### src/rtl/pcr_pkg.sv
// Constants shared by the power control register bank
package pcr_pkg;

    // Serial slave address, seven bits
    localparam logic [6:0] DEV_ADDR      = 7'h14;

    // Register offsets
    localparam logic [7:0] OFS_REV       = 8'h00;
    localparam logic [7:0] OFS_LVL_ONE   = 8'h01;
    localparam logic [7:0] OFS_LVL_TWO   = 8'h02;
    localparam logic [7:0] OFS_RAIL      = 8'h03;
    localparam logic [7:0] OFS_OPCFG     = 8'h04;
    localparam logic [7:0] OFS_PINCFG    = 8'h05;

    // Revision fields, values arbitrary
    localparam logic [2:0] PRIMARY_REV   = 3'h1;
    localparam logic [2:0] MINOR_REV     = 3'h0;
    localparam logic [1:0] VARIANT_CODE  = 2'h0;

    // Field positions
    localparam int RAIL_ON_MSB           = 7;
    localparam int RAIL_ON_LSB           = 4;
    localparam int RAIL_ALL_BIT          = 4;
    localparam int FORCE_SD_BIT          = 0;
    localparam int DIV3_BIT              = 6;
    localparam int DIV6_BIT              = 5;
    localparam int AC_BIT                = 4;
    localparam int LINK_MSB              = 3;
    localparam int LINK_LSB              = 1;
    localparam int THERM_BIT             = 0;
    localparam int PIN_DRIVE_BIT         = 1;
    localparam int PIN_LEVEL_BIT         = 0;

    // Values after reset
    localparam logic [2:0] RST_LVL_ONE   = 3'h5;
    localparam logic [3:0] RST_LVL_TWO   = 4'h9;
    localparam logic [3:0] RST_LVL_LIN   = 4'h0;
    localparam logic [3:0] RST_RAIL_ON   = 4'h0;
    localparam logic [6:0] RST_OPCFG     = 7'h00;
    localparam logic [1:0] RST_PINCFG    = 2'h0;

    // Sync divider ratios
    localparam logic [2:0] DIV_THREE     = 3'h3;
    localparam logic [2:0] DIV_SIX       = 3'h6;

    // Startup sequence step time
    localparam int CLK_PERIOD_NS         = 4;
    localparam int SEQ_STEP_NS           = 100000;
    localparam int SEQ_STEP_CYC          = SEQ_STEP_NS / CLK_PERIOD_NS;

    typedef enum logic [2:0]
    {
        SL_IDLE  = 3'b000,
        SL_ADDR  = 3'b001,
        SL_AACK  = 3'b010,
        SL_RX    = 3'b011,
        SL_RXACK = 3'b100,
        SL_TX    = 3'b101,
        SL_TXACK = 3'b110
    } pcr_slave_e;

    typedef enum logic [1:0]
    {
        SEQ_IDLE = 2'b00,
        SEQ_ONE  = 2'b01,
        SEQ_TWO  = 2'b10,
        SEQ_ALL  = 2'b11
    } pcr_seq_e;

endpackage

### src/rtl/pcr_top.sv
// Power unit control: register bank, fault handling, sequencing, sync divider
//
// Operation
// - Div3 select alone divides sync clock by three
// - Div6 select alone divides sync clock by six
// - Coupling bit picks ac or dc sync
// - Serial slave only, 100 or 400 kHz
// - Answer only to slave address 0010100
// - Address bit zero selects read or write
// - Supply lockout holds all converters off
// - Overheat disables outputs until indication clears
// - Thermal event latches thermal fault flag
// - Flag set blocks rail enable writes
// - Writing flag one acts as shutdown
// - Enable pin low: outputs stay off after recovery
// - Enable pin high: restart sequence, flag kept
// - Withhold acknowledge during fault
// - Revision register: major, minor, option fields
// - Current limit: high side off until zero
// - Multi-purpose pin: enable input, optional output
`timescale 1ns/1ps
module pcr_top
#(
    parameter int SEQ_STEP_CYC = pcr_pkg::SEQ_STEP_CYC
)
(
    input  wire logic       clk_i,
    input  wire logic       nrst_i,
    input  wire logic       scl_i,
    input  wire logic       sda_i,
    output logic            sda_o,
    output logic            sda_oe_o,
    input  wire logic       sync_clk_i,
    input  wire logic       supply_low_lockout_i,
    input  wire logic       over_temp_i,
    input  wire logic [2:0] rail_good_i,
    input  wire logic [1:0] peak_limit_i,
    input  wire logic [1:0] coil_zero_i,
    input  wire logic       en_pin_i,
    output logic            en_pin_o,
    output logic            en_pin_oe_o,
    output logic            en_pulldown_o,
    output logic [2:0]      rail_on_o,
    output logic [1:0]      high_side_block_o,
    output logic [1:0]      low_side_hold_o,
    output logic            shutdown_out_n_o,
    output logic            sw_sync_clk_o,
    output logic            sync_locked_o,
    output logic            ac_coupled_clock_sel_o,
    output logic [2:0]      rail_one_level_code_o,
    output logic [3:0]      rail_two_level_code_o,
    output logic [3:0]      linear_level_code_o
);

    localparam int NSYNC = 13;

    ////////////////////////////////////////////////////////////////////////////
    // Reset release and pin synchronisers

    logic [1:0]       rst_sync_ff;
    logic [NSYNC-1:0] meta_ff;
    logic [NSYNC-1:0] sync_ff;
    logic             rst_n;

    always_ff @(posedge clk_i or negedge nrst_i)
    begin
        if (!nrst_i)
            rst_sync_ff <= 2'b00;
        else
            rst_sync_ff <= {rst_sync_ff[0], 1'b1};
    end

    assign rst_n = rst_sync_ff[1];

    // Bus lines reset high so no false start appears at release
    always_ff @(posedge clk_i or negedge rst_n)
    begin
        if (!rst_n)
        begin
            meta_ff <= 13'h1800;
            sync_ff <= 13'h1800;
        end
        else
        begin
            meta_ff <= {scl_i, sda_i, sync_clk_i, supply_low_lockout_i, over_temp_i, en_pin_i,
                        rail_good_i, peak_limit_i, coil_zero_i};
            sync_ff <= meta_ff;
        end
    end

    wire       scl_s   = sync_ff[12];
    wire       sda_s   = sync_ff[11];
    wire       ext_s   = sync_ff[10];
    wire       supply_low_lockout_s  = sync_ff[9];
    wire       otp_s   = sync_ff[8];
    wire       pin_s   = sync_ff[7];
    wire [2:0] good_s  = sync_ff[6:4];
    wire [1:0] limit_s = sync_ff[3:2];
    wire [1:0] zero_s  = sync_ff[1:0];

    ////////////////////////////////////////////////////////////////////////////
    // Register bank

    logic [2:0] lvl_one_ff;
    logic [3:0] lvl_two_ff;
    logic [3:0] lvl_lin_ff;
    logic [3:0] rail_on_ff;
    logic       force_sd_ff;
    logic [6:0] opcfg_ff;
    logic [1:0] pincfg_ff;
    logic       therm_flag_ff;
    logic       hot_ff;
    logic       otp_d_ff;
    logic [7:0] rd_data;
    logic [7:0] ptr;
    logic       wr;
    logic [7:0] wr_addr;
    logic [7:0] wr_data;
    logic       slave_oe;

    wire wr_rail  = wr && (wr_addr == pcr_pkg::OFS_RAIL);
    wire wr_opcfg = wr && (wr_addr == pcr_pkg::OFS_OPCFG);
    wire otp_rise = otp_s & ~otp_d_ff;
    // Software setting the flag counts as a real overheat event
    wire soft_trip = wr_opcfg & wr_data[pcr_pkg::THERM_BIT];
    wire therm_evt = otp_rise | soft_trip;
    wire fault     = hot_ff | supply_low_lockout_s;

    pcr_i2c_slave u_slave
    (
        .clk_i     (clk_i),
        .rst_n_i   (rst_n),
        .scl_i     (scl_s),
        .sda_i     (sda_s),
        .nack_i    (fault),
        .rd_data_i (rd_data),
        .sda_oe_o  (slave_oe),
        .ptr_o     (ptr),
        .wr_o      (wr),
        .wr_addr_o (wr_addr),
        .wr_data_o (wr_data)
    );

    // Open drain: only ever pulls low
    assign sda_o    = 1'b0;
    assign sda_oe_o = slave_oe;

    always_ff @(posedge clk_i or negedge rst_n)
    begin
        if (!rst_n)
        begin
            lvl_one_ff  <= pcr_pkg::RST_LVL_ONE;
            lvl_two_ff  <= pcr_pkg::RST_LVL_TWO;
            lvl_lin_ff  <= pcr_pkg::RST_LVL_LIN;
            force_sd_ff <= 1'b0;
            opcfg_ff    <= pcr_pkg::RST_OPCFG;
            pincfg_ff   <= pcr_pkg::RST_PINCFG;
        end
        else if (wr)
        begin
            if (wr_addr == pcr_pkg::OFS_LVL_ONE)
                lvl_one_ff <= wr_data[2:0];
            else if (wr_addr == pcr_pkg::OFS_LVL_TWO)
            begin
                lvl_two_ff <= wr_data[7:4];
                lvl_lin_ff <= wr_data[3:0];
            end
            else if (wr_addr == pcr_pkg::OFS_RAIL)
                force_sd_ff <= wr_data[pcr_pkg::FORCE_SD_BIT];
            else if (wr_addr == pcr_pkg::OFS_OPCFG)
                opcfg_ff <= wr_data[7:1];
            else if (wr_addr == pcr_pkg::OFS_PINCFG)
                pincfg_ff <= wr_data[1:0];
        end
    end

    // Rail enables: cleared by a thermal event, frozen while flag is set
    always_ff @(posedge clk_i or negedge rst_n)
    begin
        if (!rst_n)
            rail_on_ff <= pcr_pkg::RST_RAIL_ON;
        else if (therm_evt)
            rail_on_ff <= 4'h0;
        else if (wr_rail && !therm_flag_ff)
            rail_on_ff <= wr_data[pcr_pkg::RAIL_ON_MSB:pcr_pkg::RAIL_ON_LSB];
    end

    ////////////////////////////////////////////////////////////////////////////
    // Thermal shutdown; the set wins over a clearing write

    always_ff @(posedge clk_i or negedge rst_n)
    begin
        if (!rst_n)
        begin
            therm_flag_ff <= 1'b0;
            hot_ff        <= 1'b0;
            otp_d_ff      <= 1'b0;
        end
        else
        begin
            otp_d_ff <= otp_s;
            if (therm_evt)
                therm_flag_ff <= 1'b1;
            else if (wr_opcfg)
                therm_flag_ff <= wr_data[pcr_pkg::THERM_BIT];
            if (therm_evt)
                hot_ff <= 1'b1;
            else if (!otp_s)
                hot_ff <= 1'b0;
        end
    end

    ////////////////////////////////////////////////////////////////////////////
    // Enable-pin startup sequence

    pcr_pkg::pcr_seq_e seq_ff;
    logic [15:0]       step_cnt_ff;

    wire pin_drive = pincfg_ff[pcr_pkg::PIN_DRIVE_BIT];
    wire pin_mode  = ~pin_drive & pin_s;
    wire step_done = (step_cnt_ff == 16'(SEQ_STEP_CYC - 1));

    // Sequence restarts by itself once the die has cooled, flag left set
    always_ff @(posedge clk_i or negedge rst_n)
    begin
        if (!rst_n)
        begin
            seq_ff      <= pcr_pkg::SEQ_IDLE;
            step_cnt_ff <= 16'h0000;
        end
        else if (!pin_mode || fault)
        begin
            seq_ff      <= pcr_pkg::SEQ_IDLE;
            step_cnt_ff <= 16'h0000;
        end
        else if (seq_ff != pcr_pkg::SEQ_ALL)
        begin
            step_cnt_ff <= step_done ? 16'h0000 : step_cnt_ff + 16'h0001;
            if (step_done || seq_ff == pcr_pkg::SEQ_IDLE)
            begin
                case (seq_ff)
                    pcr_pkg::SEQ_IDLE: seq_ff <= pcr_pkg::SEQ_ONE;
                    pcr_pkg::SEQ_ONE:  seq_ff <= pcr_pkg::SEQ_TWO;
                    pcr_pkg::SEQ_TWO:  seq_ff <= pcr_pkg::SEQ_ALL;
                    default:           seq_ff <= pcr_pkg::SEQ_ALL;
                endcase
            end
        end
    end

    wire [2:0] seq_rails = (seq_ff == pcr_pkg::SEQ_ALL) ? 3'h7 :
                           (seq_ff == pcr_pkg::SEQ_TWO) ? 3'h3 :
                           (seq_ff == pcr_pkg::SEQ_ONE) ? 3'h1 : 3'h0;
    // Register bits 7..5 map to rails one, two, linear; bit 4 turns all on
    wire [2:0] reg_rails = {rail_on_ff[1], rail_on_ff[2], rail_on_ff[3]} |
                           {3{rail_on_ff[pcr_pkg::RAIL_ALL_BIT - pcr_pkg::RAIL_ON_LSB]}};
    wire [2:0] linked    = opcfg_ff[pcr_pkg::LINK_MSB-1:pcr_pkg::LINK_LSB-1];
    wire [2:0] link_mask = {linked[0], linked[1], linked[2]} & {3{force_sd_ff}};

    // Lockout and overheat override every enable source
    assign rail_on_o = (seq_rails | reg_rails) & ~link_mask & {3{~fault}};
    assign shutdown_out_n_o = ~(force_sd_ff | fault);

    ////////////////////////////////////////////////////////////////////////////
    // Peak current limit per step-down rail

    logic [1:0] limit_ff;

    genvar gi;
    generate
        for (gi = 0; gi < 2; gi++)
        begin : g_limit
            // Low side stays on until coil current reaches zero
            always_ff @(posedge clk_i or negedge rst_n)
            begin
                if (!rst_n)
                    limit_ff[gi] <= 1'b0;
                else if (limit_s[gi])
                    limit_ff[gi] <= 1'b1;
                else if (zero_s[gi])
                    limit_ff[gi] <= 1'b0;
            end
        end
    endgenerate

    assign high_side_block_o = limit_ff;
    assign low_side_hold_o   = limit_ff;

    ////////////////////////////////////////////////////////////////////////////
    // External sync clock divider

    logic       ext_d_ff;
    logic [2:0] div_cnt_ff;
    logic       sw_clk_ff;

    wire       div3 = opcfg_ff[pcr_pkg::DIV3_BIT-1];
    wire       div6 = opcfg_ff[pcr_pkg::DIV6_BIT-1];
    wire [2:0] div_n = (div3 && !div6) ? pcr_pkg::DIV_THREE :
                       (div6 && !div3) ? pcr_pkg::DIV_SIX : 3'h0;
    wire       ext_rise = ext_s & ~ext_d_ff;
    wire       div_wrap = (div_cnt_ff >= div_n - 3'h1);

    always_ff @(posedge clk_i or negedge rst_n)
    begin
        if (!rst_n)
        begin
            ext_d_ff   <= 1'b0;
            div_cnt_ff <= 3'h0;
            sw_clk_ff  <= 1'b0;
        end
        else
        begin
            ext_d_ff <= ext_s;
            if (div_n == 3'h0)
            begin
                div_cnt_ff <= 3'h0;
                sw_clk_ff  <= 1'b0;
            end
            else if (ext_rise)
            begin
                div_cnt_ff <= div_wrap ? 3'h0 : div_cnt_ff + 3'h1;
                sw_clk_ff  <= div_wrap;
            end
        end
    end

    assign sw_sync_clk_o          = sw_clk_ff;
    assign sync_locked_o          = (div_n != 3'h0);
    assign ac_coupled_clock_sel_o = opcfg_ff[pcr_pkg::AC_BIT-1];

    ////////////////////////////////////////////////////////////////////////////
    // Pin, level outputs and read mux

    assign en_pin_oe_o   = pin_drive;
    assign en_pin_o      = pincfg_ff[pcr_pkg::PIN_LEVEL_BIT];
    assign en_pulldown_o = ~pin_drive;

    assign rail_one_level_code_o = lvl_one_ff;
    assign rail_two_level_code_o = lvl_two_ff;
    assign linear_level_code_o   = lvl_lin_ff;

    always_comb
    begin
        if (ptr == pcr_pkg::OFS_REV)
            rd_data = {pcr_pkg::PRIMARY_REV, pcr_pkg::MINOR_REV, pcr_pkg::VARIANT_CODE};
        else if (ptr == pcr_pkg::OFS_LVL_ONE)
            rd_data = {5'h00, lvl_one_ff};
        else if (ptr == pcr_pkg::OFS_LVL_TWO)
            rd_data = {lvl_two_ff, lvl_lin_ff};
        else if (ptr == pcr_pkg::OFS_RAIL)
            rd_data = {rail_on_ff, good_s, force_sd_ff};
        else if (ptr == pcr_pkg::OFS_OPCFG)
            rd_data = {opcfg_ff, therm_flag_ff};
        else if (ptr == pcr_pkg::OFS_PINCFG)
            rd_data = {6'h00, pincfg_ff};
        else
            rd_data = 8'h00;
    end

endmodule

### src/rtl/pcr_i2c_slave.sv
// Serial two-wire slave: address match, register pointer, byte moves
`timescale 1ns/1ps
module pcr_i2c_slave
(
    input  wire logic       clk_i,
    input  wire logic       rst_n_i,
    input  wire logic       scl_i,
    input  wire logic       sda_i,
    input  wire logic       nack_i,
    input  wire logic [7:0] rd_data_i,
    output logic            sda_oe_o,
    output logic [7:0]      ptr_o,
    output logic            wr_o,
    output logic [7:0]      wr_addr_o,
    output logic [7:0]      wr_data_o
);

    pcr_pkg::pcr_slave_e state_ff;
    logic [2:0]          bit_cnt_ff;
    logic [7:0]          shift_ff;
    logic [7:0]          ptr_ff;
    logic                rw_ff;
    logic                first_ff;
    logic                mnak_ff;
    logic                sda_oe_ff;
    logic                scl_d_ff;
    logic                sda_d_ff;
    logic                wr_ff;
    logic [7:0]          wr_addr_ff;
    logic [7:0]          wr_data_ff;

    wire scl_rise = scl_i & ~scl_d_ff;
    wire scl_fall = ~scl_i & scl_d_ff;
    wire start_c  = scl_i & scl_d_ff & sda_d_ff & ~sda_i;
    wire stop_c   = scl_i & scl_d_ff & ~sda_d_ff & sda_i;
    wire addr_hit = (shift_ff[7:1] == pcr_pkg::DEV_ADDR);

    assign sda_oe_o  = sda_oe_ff;
    assign ptr_o     = ptr_ff;
    assign wr_o      = wr_ff;
    assign wr_addr_o = wr_addr_ff;
    assign wr_data_o = wr_data_ff;

    ////////////////////////////////////////////////////////////////////////////
    // Byte engine; bits move on SCL falling, samples on SCL rising
    always_ff @(posedge clk_i or negedge rst_n_i)
    begin
        if (!rst_n_i)
        begin
            state_ff   <= pcr_pkg::SL_IDLE;
            bit_cnt_ff <= 3'h0;
            shift_ff   <= 8'h00;
            ptr_ff     <= 8'h00;
            rw_ff      <= 1'b0;
            first_ff   <= 1'b0;
            mnak_ff    <= 1'b0;
            sda_oe_ff  <= 1'b0;
            scl_d_ff   <= 1'b1;
            sda_d_ff   <= 1'b1;
            wr_ff      <= 1'b0;
            wr_addr_ff <= 8'h00;
            wr_data_ff <= 8'h00;
        end
        else
        begin
            scl_d_ff <= scl_i;
            sda_d_ff <= sda_i;
            wr_ff    <= 1'b0;
            if (start_c)
            begin
                state_ff   <= pcr_pkg::SL_ADDR;
                bit_cnt_ff <= 3'h7;
                first_ff   <= 1'b1;
                sda_oe_ff  <= 1'b0;
            end
            else if (stop_c)
            begin
                state_ff  <= pcr_pkg::SL_IDLE;
                sda_oe_ff <= 1'b0;
            end
            else if (scl_rise)
            begin
                if (state_ff == pcr_pkg::SL_ADDR || state_ff == pcr_pkg::SL_RX)
                    shift_ff <= {shift_ff[6:0], sda_i};
                if (state_ff == pcr_pkg::SL_TXACK)
                    mnak_ff <= sda_i;
            end
            else if (scl_fall)
            begin
                case (state_ff)
                    pcr_pkg::SL_ADDR:
                        if (first_ff)
                            first_ff <= 1'b0;
                        else if (bit_cnt_ff == 3'h0)
                        begin
                            // Fault withholds the acknowledge
                            if (addr_hit && !nack_i)
                            begin
                                state_ff  <= pcr_pkg::SL_AACK;
                                sda_oe_ff <= 1'b1;
                                rw_ff     <= shift_ff[0];
                            end
                            else
                                state_ff <= pcr_pkg::SL_IDLE;
                        end
                        else
                            bit_cnt_ff <= bit_cnt_ff - 3'h1;
                    pcr_pkg::SL_AACK:
                    begin
                        bit_cnt_ff <= 3'h7;
                        if (rw_ff)
                        begin
                            state_ff  <= pcr_pkg::SL_TX;
                            shift_ff  <= rd_data_i;
                            sda_oe_ff <= ~rd_data_i[7];
                        end
                        else
                        begin
                            state_ff  <= pcr_pkg::SL_RX;
                            first_ff  <= 1'b1;
                            sda_oe_ff <= 1'b0;
                        end
                    end
                    pcr_pkg::SL_RX:
                        if (bit_cnt_ff == 3'h0)
                        begin
                            if (nack_i)
                                state_ff <= pcr_pkg::SL_IDLE;
                            else
                            begin
                                state_ff  <= pcr_pkg::SL_RXACK;
                                sda_oe_ff <= 1'b1;
                                first_ff  <= 1'b0;
                                if (first_ff)
                                    ptr_ff <= shift_ff;
                                else
                                begin
                                    wr_ff      <= 1'b1;
                                    wr_addr_ff <= ptr_ff;
                                    wr_data_ff <= shift_ff;
                                    ptr_ff     <= ptr_ff + 8'h01;
                                end
                            end
                        end
                        else
                            bit_cnt_ff <= bit_cnt_ff - 3'h1;
                    pcr_pkg::SL_RXACK:
                    begin
                        state_ff   <= pcr_pkg::SL_RX;
                        bit_cnt_ff <= 3'h7;
                        sda_oe_ff  <= 1'b0;
                    end
                    pcr_pkg::SL_TX:
                        if (bit_cnt_ff == 3'h0)
                        begin
                            state_ff  <= pcr_pkg::SL_TXACK;
                            sda_oe_ff <= 1'b0;
                            ptr_ff    <= ptr_ff + 8'h01;
                        end
                        else
                        begin
                            bit_cnt_ff <= bit_cnt_ff - 3'h1;
                            shift_ff   <= {shift_ff[6:0], 1'b0};
                            sda_oe_ff  <= ~shift_ff[6];
                        end
                    pcr_pkg::SL_TXACK:
                        if (mnak_ff)
                            state_ff <= pcr_pkg::SL_IDLE;
                        else
                        begin
                            state_ff   <= pcr_pkg::SL_TX;
                            bit_cnt_ff <= 3'h7;
                            shift_ff   <= rd_data_i;
                            sda_oe_ff  <= ~rd_data_i[7];
                        end
                    default:
                        state_ff <= pcr_pkg::SL_IDLE;
                endcase
            end
        end
    end

endmodule

### config.mk
export PLATFORM = sky130hd
export DESIGN_NAME = pcr_top
export DESIGN_NICKNAME = d
export VERILOG_FILES = /design/src/rtl/pcr_pkg.sv /design/src/rtl/pcr_top.sv /design/src/rtl/pcr_i2c_slave.sv
export SDC_FILE = /design/constraint.sdc
export NUM_CORES = 1
export LEC_CHECK = 0
export ABC_AREA = 1
export BUFFER_PORTS_ARGS = -buffer_cell sky130_fd_sc_hd__buf_2
export CORE_MARGIN = 1.5
export CORE_UTILIZATION = 55
export CTS_BUF_LIST = sky130_fd_sc_hd__clkbuf_2 sky130_fd_sc_hd__clkbuf_4 sky130_fd_sc_hd__clkbuf_8
export DETAILED_ROUTE_END_ITERATION = 10
export GPL_TIMING_DRIVEN = 0
export HOLD_SLACK_MARGIN = 0.12
export PLACE_DENSITY = 0.75
export SYNTH_ARGS = -nofsm -noshare
export SYNTH_HDL_FRONTEND = slang
export SYNTH_HIERARCHICAL = 1
export SYNTH_SLANG_ARGS = --single-unit
### constraint.sdc
create_clock -name clk_i -period 10.83 [get_ports clk_i]
set_clock_uncertainty 0.1 [all_clocks]
set_input_delay 0 -clock clk_i [delete_from_list [all_inputs] [get_ports clk_i]]
set_output_delay 0 -clock clk_i [all_outputs]
set_load 0.01 [all_outputs]
==> out/qor.csv, run 1 <==
stage;metric;value;unit
die;die-area;12350;µm²
die;die_w;111.1;µm
synth;synthMuxAreaShare;0;
pwr;p_leak;3.735;nW
timing;tightest_slew;0.8549;ns
clock_network;cts_tree;done;
setup_path;path_depth;9;
worst_hold_path;hp-class;register to register;
layout;fillers;966;
timing;period_share;0.1996;
setup_path;cp_max_fo;10;
synth;ys_ff_latch;126;
global_routing;overflow;0;
global_routing;antenna_found_initial;0;
timing;finalCriticalPeriod;2.161;ns
synth;synthFlopType;dfrtp_1;
synth;synth_top_family_by_area;simple AND/OR/NAND/NOR gates;
synth;yosys.area_share.simple;0.2969;
synth;syn_area;6431;µm²
drt;via_per_inst;5.288;
drt;routedWlPerCell;14.26;µm
layout;diodes;0;
drt;vias;5574;
global_routing;track_usage;0.2577;
synth;yosysWarnings;6;
setup_path;crit_slowest_cell;dfstp_2;
die;initial_utilization;0.5632;
clock_network;cts_sinks;126;
setup_path;path_delay_family;simple AND/OR/NAND/NOR gates;
die;die_y;111.1;µm
status;status;completed;
timing;setup_viol;0;
global_routing;grt_max_degree;69;
setup_path;slowest_delay;0.55;ns
setup_path;critPathLaunchType;register;
drt;ant_nets;0;
die;rows;39;
global_routing;grt_pass1_vias;5482;
pwr;power_density;133.3;nW/µm²
drt;route.detailed.drc;0;
global_routing;grt_first_pass_wirelength;25250;µm
clock_network;cts_max_path_buffers;2;
synth;synth-adder-area-share;0.03113;
drt;drt_iter0_markers;354;
synth;syn_inst;810;
worst_hold_path;hold_depth;0;
setup_path;arrival;2.38;ns
timing;hold_viol_final;0;
synth;synthArstFlopShare;1.000;
synth;synth-compound-area-share;0.1027;
layout;drive_gt1_frac;0.1438;
pwr;vdd_drop_max;0.1754;mV
setup_path;reg2reg_depth;9;
timing;setup_slack;8.669;ns
placed_design;io_buffers;40;
setup_path;path_common_cell;nand2_1;
synth;ys_seq_area_frac;0.4922;
timing;final.setup.tns;0;ns
setup_path;worst-path-buf-inv;2;
drt;finalWirelength;15030;µm
clock_network;cts_buffers;17;
clock_network;htree_levels;4;
placed_design;dp_slack;8.699;ns
layout;register_area;3169;µm²
timing;max_freq;462.7;MHz
synth;synth_area_per_cell;7.940;µm²
setup_path;cp_data_required_time;11.05;ns
timing;max_slew_margin;0.4301;
placed_design;dp_hpwl;10920;µm
timing;rsz0062_at_grt;no;
timing;slew_viol_final;0;
clock_network;insertion_delay;0.44;ns
synth;synth_cell_types;42;
synth;syn-num-nets;841;
die;ioPinCount;42;
setup_path;crit_chain;inv_1, ha_1, nor2_1, nand2_1, nor2_2, nand2_2, clkbuf_1, o21ai_0, nand2_1;
flow_run;max-cap-violations;0;
layout;syn_to_final_growth;16.63;%
setup_path;worstSetupPathType;register to register;
clock_network;clock-root-buffer;clkbuf_8;
clock_network;clkTransAtPathRegs;0.07;ns
layout;nNetsFinal;929;
die;core-area;11420;µm²
synth;synth_edf_count;0;
setup_path;end_kind;register;
placed_design;routabilityCongestion;0.9004;
synth;synth_xor_area_frac;0.008171;
layout;multi_input_comb_area;2830;µm²
drt;drt_pass1_iterations;5;
## through the flow
step / utilization / instances / total power, mW / area (µm²) / hold slack [ns]
after floorplan: - / 810 / 0.5811 / 6431 / -0.3956
after global placement: 0.5964 / 993 / 0.6055 / 6810 / -0.3154
after detailed placement: 0.5992 / 994 / 0.6121 / 6842 / -0.3117
after CTS: 0.6569 / 1054 / 1.009 / 7501 / 0.2510
after global routing: 0.6569 / 1054 / 1.046 / 7501 / 0.2577
final: 0.6569 / 1054 / 1.000 / 7501 / 0.2488
## report_power, final
part           switching (mW)  internal, mW
clock                   0.175         0.214
combinational          0.0636        0.0384
sequential             0.0193         0.490
total                   0.258         0.742
## Yosys cell counts (6+ instances only)
master      n  area (µm²)
o21bai_1    6       45.04
a21oi_1    30       150.1
nor2_1     92       345.3
nor2_2      7       43.79
inv_1      81       304.0
inv_2       6       22.52
dfstp_2    10       262.8
buf_4       6       45.04
ha_1       16       200.2
nand3_1    42       210.2
o21ai_0    58       290.3
dfrtp_1   116        2903
nand2_1   255       957.2
nand4_1    17       106.4
## registers in the layout (all words and copies together) (netlist names), 7 cells and up
| register | flops |
|---|---|
| u_slave/ptr_o | 8 |
| u_slave/shift_ff | 8 |
| sync_ff | 13 |
| u_slave/wr_data_o | 8 |
| opcfg_ff | 7 |
| meta_ff | 13 |
| u_slave/wr_addr_o | 8 |
| step_cnt_ff | 16 |
## area by class of cell
class	instances	share of cell area
plain buffers	13	0.01201
inverters	91	0.04604
repair buffers	69	0.06772
flip-flops and latches	126	0.4225
multi-input cells	580	0.3773
clock buffers	25	0.04254
well taps	143	0.02385
clock inverters	7	0.008007
## metal layers
| layer | up-vias | track usage | routed length [µm] |
|---|---|---|---|
| met5 | - | 0 | 0 |
| met4 | 0 | 0.1224 | 425 |
| met3 | 38 | 0.05905 | 707 |
| met2 | 139 | 0.4263 | 7281 |
| met1 | 2625 | 0.3212 | 6612 |
| li1 | 2772 | - | - |
## layout by cell type, fill, tap and decap left out, types with 3 or more instances in the layout
cell type / netlist / final
nor2_2: 7 / 7
clkbuf_4: 0 / 4
inv_1: 81 / 81
nand2_2: 3 / 3
inv_2: 6 / 6
o21bai_1: 6 / 6
o21ai_0: 58 / 58
dlygate4sd3_1: 0 / 28
dfstp_2: 10 / 10
nand2_4: 3 / 3
o21ai_1: 5 / 5
a21oi_1: 30 / 30
buf_4: 6 / 6
clkinv_2: 1 / 7
nor3_1: 4 / 4
nand2_1: 255 / 255
o211ai_1: 4 / 4
nand3_2: 4 / 4
nand3_1: 42 / 42
nor2_4: 5 / 5
ha_1: 16 / 16
nand4_1: 17 / 17
clkbuf_8: 0 / 21
nand3b_1: 5 / 5
nor2_1: 92 / 92
xnor2_1: 4 / 4
dfrtp_1: 116 / 115
buf_2: 3 / 43
## worst paths after layout
check / start / endpoint / slack [ns]
max: u_slave/scl_d_ff$_DFF_PN1_ / u_slave/wr_data_o[6]$_DFFE_PN0P_ / 8.67
min: meta_ff[6]$_DFF_PN0_ / sync_ff[6]$_DFF_PN0_ / 0.25
max reg2reg: u_slave/scl_d_ff$_DFF_PN1_ / u_slave/wr_data_o[6]$_DFFE_PN0P_ / 8.67
min reg2reg: meta_ff[6]$_DFF_PN0_ / sync_ff[6]$_DFF_PN0_ / 0.25
max in group asynchronous: rst_sync_ff[1]$_DFF_PN0_ / rail_one_level_code_o[0]$_DFFE_PN1P_ / 9.48
min in group asynchronous: nrst_i / rst_sync_ff[1]$_DFF_PN0_ / 0.30
## logic make-up (layout without fill, tap and decap cells)
logic type / count (synthesis) / count (layout)
fa+ha+maj: 16 / 16
other cells: 2 / 2
buf+inv: 104 / 205
xor+xnor: 6 / 6
simple gates: 440 / 440
flops: 126 / 126
compound gates: 116 / 116
## what timing repair did
item	CTS	global route
resized for setup	0	0
hold buffers	28	0
buffers inserted	0	0
hold endpoints to repair	15	0
endpoints found under the setup margin	0	0
Note: power is estimated with default switching activity, not from simulation.
==> inputs of run 2 (changes only) <==
==> constraint.sdc (replaced) <==
create_clock -name clk_i -period 2.1 [get_ports clk_i]
set_clock_uncertainty 0.1 [all_clocks]
set_input_delay 0 -clock clk_i [delete_from_list [all_inputs] [get_ports clk_i]]
set_output_delay 0 -clock clk_i [all_outputs]
set_load 0.01 [all_outputs]
==> run 2 against run 1 <==
Compared with the run above:
- wire length increased by 2.3%
- core utilization is 1.2 points higher
- cell count rose by 0.47%
- global-route usage increased by 0.87 points
- largest cell class unchanged
- flip-flop and latch count stayed put
- clock power rose to 5.3 times the previous value
- via count increased by 0.75%
- register-to-register slack lost 8.5 ns
- sequential power grew to 5.1 times the previous value
==> out/qor.csv, run 2 (synthesis results as in run 1) <==
stage;metric;value;unit;change
die;ioPinCount;42;;unchanged
timing;setup_viol;0;;unchanged
layout;drive_gt1_frac;0.1638;;+0.01996
setup_path;crit_end;u_slave/wr_data_o[2]$_DFFE_PN0P_;;
setup_path;crit_chain;inv_1, ha_1, nor2_2, nand2_2, nor2_4, nand2_4, nor2_4, buf_6, nand2_1, nand2_1;;
setup_path;end_kind;register;;
clock_network;clkTransAtPathRegs;0.07;ns;about the same
setup_path;regToRegSetupSlack;0.12;ns;-8.55 ns
layout;final_cells;1059;;+0.47%
timing;period_share;0.9429;;+0.7434
layout;reg.largest.list;step_cnt_ff: 16 flops, meta_ff: 13 flops, sync_ff: 13 flops;;
global_routing;grtUsageMet1;0.3356;;+0.01444
clock_network;htree_levels;4;;unchanged
timing;hold_ws;0.1632;ns;-0.08558 ns
clock_network;cts_tree;done;;
layout;final_common_cell;nand2_1;;
setup_path;cp_max_fo;10;;unchanged
layout;top_register;step_cnt_ff;;
drt;ant_nets;0;;unchanged
pwr;power_density;689.6;nW/µm²;+420%
global_routing;antenna_found_initial;0;;unchanged
worst_hold_path;hp-class;register to async pin;;
global_routing;grt_first_pass_wirelength;25990;µm;+2.9%
die;die-area;12350;µm²;unchanged
setup_path;slowest_delay;0.55;ns;about the same
setup_path;arrival;2.27;ns;-0.11 ns
drt;finalWirelength;15380;µm;+2.3%
die;die_y;111.1;µm;unchanged
layout;diodes;0;;unchanged
die;die_w;111.1;µm;unchanged
global_routing;grt_pass1_vias;5488;;+0.11%
layout;fin_area;7640;µm²;+1.9%
layout;largest_reg_flops;16;;unchanged
placed_design;place_area;6869;µm²;+0.40%
timing;hold_viol_final;0;;unchanged
layout;utilization;0.6691;;+0.01216
global_routing;globalRouteMet2Util;0.4416;;+0.01523
clock_network;cts_sinks;126;;unchanged
layout;syn_to_final_growth;18.79;%;
die;initial_utilization;0.5632;;unchanged
global_routing;grt_max_degree;51;;-26%
timing;max_freq;505.0;MHz;+9.2%
drt;routedWlPerCell;14.52;µm;+1.9%
layout;layout_common_cells;nand2_1, dfrtp_1, nor2_1;;
setup_path;reg2reg_from;u_slave/scl_d_ff$_DFF_PN1_;;
drt;route.detailed.drc;0;;unchanged
setup_path;worstSetupStartpoint;u_slave/scl_d_ff$_DFF_PN1_;;
setup_path;worstSetupPathType;register to register;;
placed_design;io_buffers;40;;unchanged
setup_path;critPathLaunchType;register;;
die;core-area;11420;µm²;unchanged
drt;via_per_inst;5.303;;+0.28%
pwr;fin_total_pwr;5.269;mW;+430%
pwr;p_leak;3.774;nW;+1.1%
status;status;completed;;
pwr;vdd_drop_max;0.6026;mV;+240%
global_routing;overflow;0;;unchanged
timing;slew_viol_final;0;;unchanged
placed_design;routabilityCongestion;0.8962;;-0.47%
global_routing;met3_usage;0.06561;;+0.006561
drt;vias;5616;;+0.75%
drt;drt_pass1_iterations;5;;unchanged
setup_path;cp_data_required_time;2.39;ns;-8.66 ns
timing;finalCriticalPeriod;1.980;ns;-0.1813 ns
clock_network;cts_max_path_buffers;2;;unchanged
clock_network;cts_buffers;17;;unchanged
flow_run;max-cap-violations;0;;unchanged
clock_network;clock-root-buffer;clkbuf_8;;
setup_path;reg2reg_depth;10;;+1
placed_design;dp_hpwl;11020;µm;+0.93%
placed_design;placed_cells;995;;+0.10%
setup_path;r2r-end;u_slave/wr_data_o[2]$_DFFE_PN0P_;;
global_routing;track_usage;0.2664;;+0.008701
global_routing;grt-busiest-layer;met2;;
layout;nNetsFinal;936;;+0.75%
die;rows;39;;unchanged
clock_network;insertion_delay;0.46;ns;+0.02 ns
setup_path;crit_slowest_cell;dfstp_2;;
drt;drt_iter0_markers;397;;+12%
run 2: changes by cell type in the layout (fill, tap and decap cells not counted), sizes merged:
cell	before	now
clkbuf	27	25
clkinv	9	6
clkinvlp	0	2
bufinv	1	2
buf	52	59
run 2: worst min-delay path by stage:
stage	depth (start not counted)	end	slack [ns]	from
floorplan	0	rst_sync_ff[0]$_DFF_PN0_	-0.40	nrst_i
global placement	1	rst_sync_ff[0]$_DFF_PN0_	-0.32	nrst_i
detailed placement	1	rst_sync_ff[0]$_DFF_PN0_	-0.31	nrst_i
CTS	0	u_slave/mnak_ff$_DFFE_PN0P_	0.18	rst_sync_ff[1]$_DFF_PN0_
global route	0	u_slave/ptr_o[7]$_DFFE_PN0P_	0.22	rst_sync_ff[1]$_DFF_PN0_
finish	0	u_slave/ptr_o[4]$_DFFE_PN0P_	0.16	rst_sync_ff[1]$_DFF_PN0_
run 2: final cells by class:
cell class / instances / area (µm²)
plain buffers: 13 / 93.84
clock buffers: 23 / 297.8
clock inverters: 7 / 87.58
fillers: 924 / 3779
inverters: 91 / 349.1
multi-input cells: 580 / 2879
flip-flops and latches: 126 / 3173
well taps: 143 / 178.9
repair buffers: 76 / 580.6
run 2: power by group:
group          switching [mW]  total, mW  internal (mW)  leakage [nW]
Combinational           0.356      0.570          0.214          1.94
Sequential             0.0898       2.62           2.53          1.64
Clock                   0.914       2.08           1.17         0.202
Total                    1.36       5.27           3.91          3.77
run 2: timing repair:
item | CTS | global route
endpoints found under the setup margin | 11 | 20
gates resized for setup | 2 | 23
gates cloned | 0 | 0
endpoints found under the hold margin | 15 | 0
buffers inserted | 1 | 5
pin swaps | 1 | 2
hold buffers | 28 | 0
run 2: per-layer routing:
| metal | wire (µm) | share of wire | vias up |
|---|---|---|---|
| li1 | - | - | 2781 |
| met1 | 6587 | 0.43 | 2597 |
| met2 | 7528 | 0.49 | 202 |
| met3 | 934 | 0.061 | 36 |
| met4 | 328 | 0.021 | 0 |
| met5 | 0 | 0 | - |
run 2: metrics by stage:
step / setup slack, ns / setup TNS (ns)
floorplan: 0.2630 / 0
global placement: 0.01412 / 0
detailed placement: -0.05387 / -0.3295
CTS: 0.001751 / 0
global route: -0.01153 / -0.01153
finish: 0.1199 / 0
run 2: worst max-delay path: cells and delay by family (launching register included):
kind                     cells  cell delay (ns)
adder cells (fa/ha/maj)      1             0.22
buffers and inverters        2             0.22
flip-flops                   1             0.55
AND/OR/NAND/NOR              7             0.82
==> inputs of run 3 (changes only) <==
--- a/config.mk
+++ b/config.mk
@@ -8,12 +8,12 @@
 export ABC_AREA = 1
 export BUFFER_PORTS_ARGS = -buffer_cell sky130_fd_sc_hd__buf_2
 export CORE_MARGIN = 1.5
-export CORE_UTILIZATION = 55
+export CORE_UTILIZATION = 63
 export CTS_BUF_LIST = sky130_fd_sc_hd__clkbuf_2 sky130_fd_sc_hd__clkbuf_4 sky130_fd_sc_hd__clkbuf_8
 export DETAILED_ROUTE_END_ITERATION = 10
 export GPL_TIMING_DRIVEN = 0
 export HOLD_SLACK_MARGIN = 0.12
-export PLACE_DENSITY = 0.75
+export PLACE_DENSITY = 0.84
 export SYNTH_ARGS = -nofsm -noshare
 export SYNTH_HDL_FRONTEND = slang
 export SYNTH_HIERARCHICAL = 1
==> run 3 against run 2 <==
Compared with the run above:
- global-route usage up 3.4 points
- non-clock buffer count is 1 lower
- wire length is 0.53% higher
- cell count down 0.85%
- first-iteration DRC count is 6.3% higher
- flip-flop and latch count did not move
- design area is 0.77% lower
- die area is 12% lower
- largest cell class unchanged
- highest routed layer unchanged
==> out/qor.csv, run 3 (synthesis results as in run 1) <==
stage;metric;value;unit;change
status;status;completed;;
die;die_w;104.0;µm;-6.4%
layout;syn_to_final_growth;17.88;%;
global_routing;grt_max_degree;64;;+25%
drt;drt_iter0_markers;422;;+6.3%
layout;reg.largest.list;step_cnt_ff: 16 flops, meta_ff: 13 flops, sync_ff: 13 flops;;
placed_design;placed_cells;984;;-1.1%
global_routing;overflow;0;;unchanged
setup_path;arrival;2.23;ns;-0.04 ns
layout;layout_common_cells;nand2_1, dfrtp_1, nor2_1;;
pwr;vdd_drop_max;0.5805;mV;-3.7%
pwr;p_leak;3.750;nW;-0.65%
flow_run;max-cap-violations;0;;unchanged
setup_path;regToRegSetupSlack;0.09;ns;-0.03 ns
timing;tightest_slew;0.8049;ns;
layout;top_register;step_cnt_ff;;
clock_network;cts_max_path_buffers;2;;unchanged
drt;finalWirelength;15460;µm;+0.53%
placed_design;io_buffers;40;;unchanged
worst_hold_path;min_from;meta_ff[1]$_DFF_PN0_;;
clock_network;clock-root-buffer;clkbuf_8;;
die;die-area;10820;µm²;-12%
timing;hold_viol_final;0;;unchanged
clock_network;clkTransAtPathRegs;0.07;ns;about the same
pwr;p_comb_frac;0.106;;-0.002
setup_path;critPathLaunchType;register;;
global_routing;track_usage;0.3008;;+0.03431
drt;vias;5765;;+2.7%
layout;largest_reg_flops;16;;unchanged
clock_network;htree_levels;4;;unchanged
setup_path;end_kind;register;;
timing;max_freq;497.3;MHz;-1.5%
layout;utilization;0.7720;;+0.1030
pwr;clkPwrFrac;0.385;;-0.010
drt;ant_nets;0;;unchanged
drt;via_per_inst;5.490;;+3.5%
drt;drt_pass1_iterations;5;;unchanged
layout;final_common_cell;nand2_1;;
timing;setup_viol;0;;unchanged
global_routing;grt_pass1_vias;5592;;+1.9%
clock_network;insertion_delay;0.44;ns;-0.02 ns
clock_network;cts_tree;done;;
drt;routedWlPerCell;14.72;µm;+1.4%
setup_path;reg2reg_depth;10;;unchanged
clock_network;cts_buffers;17;;unchanged
pwr;fin_total_pwr;5.160;mW;-2.1%
layout;nNetsFinal;935;;-0.11%
placed_design;routabilityCongestion;0.8647;;-3.5%
setup_path;cp_max_fo;6;;-4
timing;max_slew_margin;0.4634;;
worst_hold_path;hold_depth;0;;
timing;slew_viol_final;0;;unchanged
pwr;switching_power;1.340;mW;-1.5%
timing;period_share;0.9576;;+0.01465
timing;final.setup.tns;0;ns;unchanged
setup_path;reg2reg_from;u_slave/ptr_o[5]$_DFFE_PN0P_;;
die;ioPinCount;42;;unchanged
timing;rsz0062_at_grt;no;;
die;die_y;104.0;µm;-6.4%
pwr;p_seq_frac;0.509;;+0.012
clock_network;cts_sinks;126;;unchanged
worst_hold_path;worstHoldEndpoint;sync_ff[1]$_DFF_PN0_;;
layout;drive_gt1_frac;0.1647;;+0.0009119
layout;fillers;716;;-23%
layout;final_cells;1050;;-0.85%
layout;diodes;0;;unchanged
timing;finalCriticalPeriod;2.011;ns;+0.03077 ns
pwr;power_density;680.6;nW/µm²;-1.3%
placed_design;dp_hpwl;10810;µm;-1.9%
global_routing;antenna_found_initial;0;;unchanged
die;initial_utilization;0.6549;;+0.09172
pwr;sw_frac_of_total;0.2596;;+0.001430
pwr;intPower;3.820;mW;-2.3%
die;core-area;9819;µm²;-14%
setup_path;r2r-end;u_slave/sda_oe_o$_DFFE_PN0P_;;
drt;route.detailed.drc;0;;unchanged
worst_hold_path;hp-class;register to register;;
global_routing;grt_first_pass_wirelength;25910;µm;-0.32%
setup_path;cp_data_required_time;2.32;ns;-0.07 ns
die;rows;36;;-7.7%
setup_path;worstSetupPathType;register to register;;
-- run 3: through the flow --
step | hold slack, ns | area (µm²) | setup WS (ns)
floorplan | -0.3956 | 6435 | 0.2630
global placement | -0.3157 | 6802 | 0.03830
detailed placement | -0.3143 | 6829 | -0.07611
CTS | 0.2511 | 7498 | 0.001544
global route | 0.2554 | 7581 | 0.003043
finish | 0.2480 | 7581 | 0.08908
-- run 3: critical path, stage by stage, from the launching register on --
cell and delay, ns:
dfrtp_2 0.45, nor2_1 0.14, nand2_2 0.14, clkinvlp_4 0.16
nand2_2 0.11, o211ai_1 0.38, nor2_1 0.10, nor2_1 0.13
nand3_1 0.09, nand2_1 0.06, nor2_1 0.04
-- run 3: area by class of cell --
cell class | instances | area (µm²) | share of cell area
Inverter | 91 | 349.1 | 0.04605
Clock buffer | 25 | 312.8 | 0.04126
Tap cell | 133 | 166.4 | 0.02195
Timing Repair Buffer | 75 | 553.0 | 0.07295
Sequential cell | 126 | 3174 | 0.4187
Multi-Input combinational cell | 580 | 2867 | 0.3781
Buffer | 13 | 93.84 | 0.01238
Clock inverter | 7 | 65.06 | 0.008582
-- run 3: power groups by stage --
stage	combinational [mW]	sequential (mW)	clock [mW]
after floorplan	0.335	2.66	0
after global routing	0.622	2.64	2.12
after global placement	0.429	2.68	0
after detailed placement	0.482	2.67	0
final	0.546	2.63	1.99
after CTS	0.530	2.63	2.02
-- run 3: worst max path at each step --
| stage | from | endpoint | slack, ns | cells past startpoint |
|---|---|---|---|---|
| detailed placement | u_slave/scl_d_ff$_DFF_PN1_ | u_slave/wr_data_o[5]$_DFFE_PN0P_ | -0.08 | 9 |
| finish | u_slave/ptr_o[5]$_DFFE_PN0P_ | u_slave/sda_oe_o$_DFFE_PN0P_ | 0.09 | 10 |
| floorplan | u_slave/scl_d_ff$_DFF_PN1_ | u_slave/wr_addr_o[5]$_DFFE_PN0P_ | 0.26 | 9 |
| global placement | u_slave/scl_d_ff$_DFF_PN1_ | u_slave/wr_data_o[3]$_DFFE_PN0P_ | 0.04 | 9 |
| global route | u_slave/ptr_o[5]$_DFFE_PN0P_ | u_slave/shift_ff[2]$_DFFE_PN0P_ | 0.003 | 12 |
| CTS | u_slave/scl_d_ff$_DFF_PN1_ | u_slave/wr_data_o[5]$_DFFE_PN0P_ | 0.002 | 9 |
-- run 3: routing by layer --
layer	track usage	part of all wire	wire, µm	vias to the layer above
met1	0.3817	0.41	6394	2741
met3	0.06955	0.068	1056	27
li1	-	-	-	2780
met2	0.5076	0.50	7710	217
met4	0.1042	0.019	299	0
met5	0	0	0	-
-- run 3: timing repair --
action                                 4_1_cts  5_1_grt
setup endpoints to repair                   11       19
setup buffers                                0        6
endpoints found under the hold margin       15        0
resized for setup                            4       18
pin swaps                                    0        3
hold buffers                                28        0
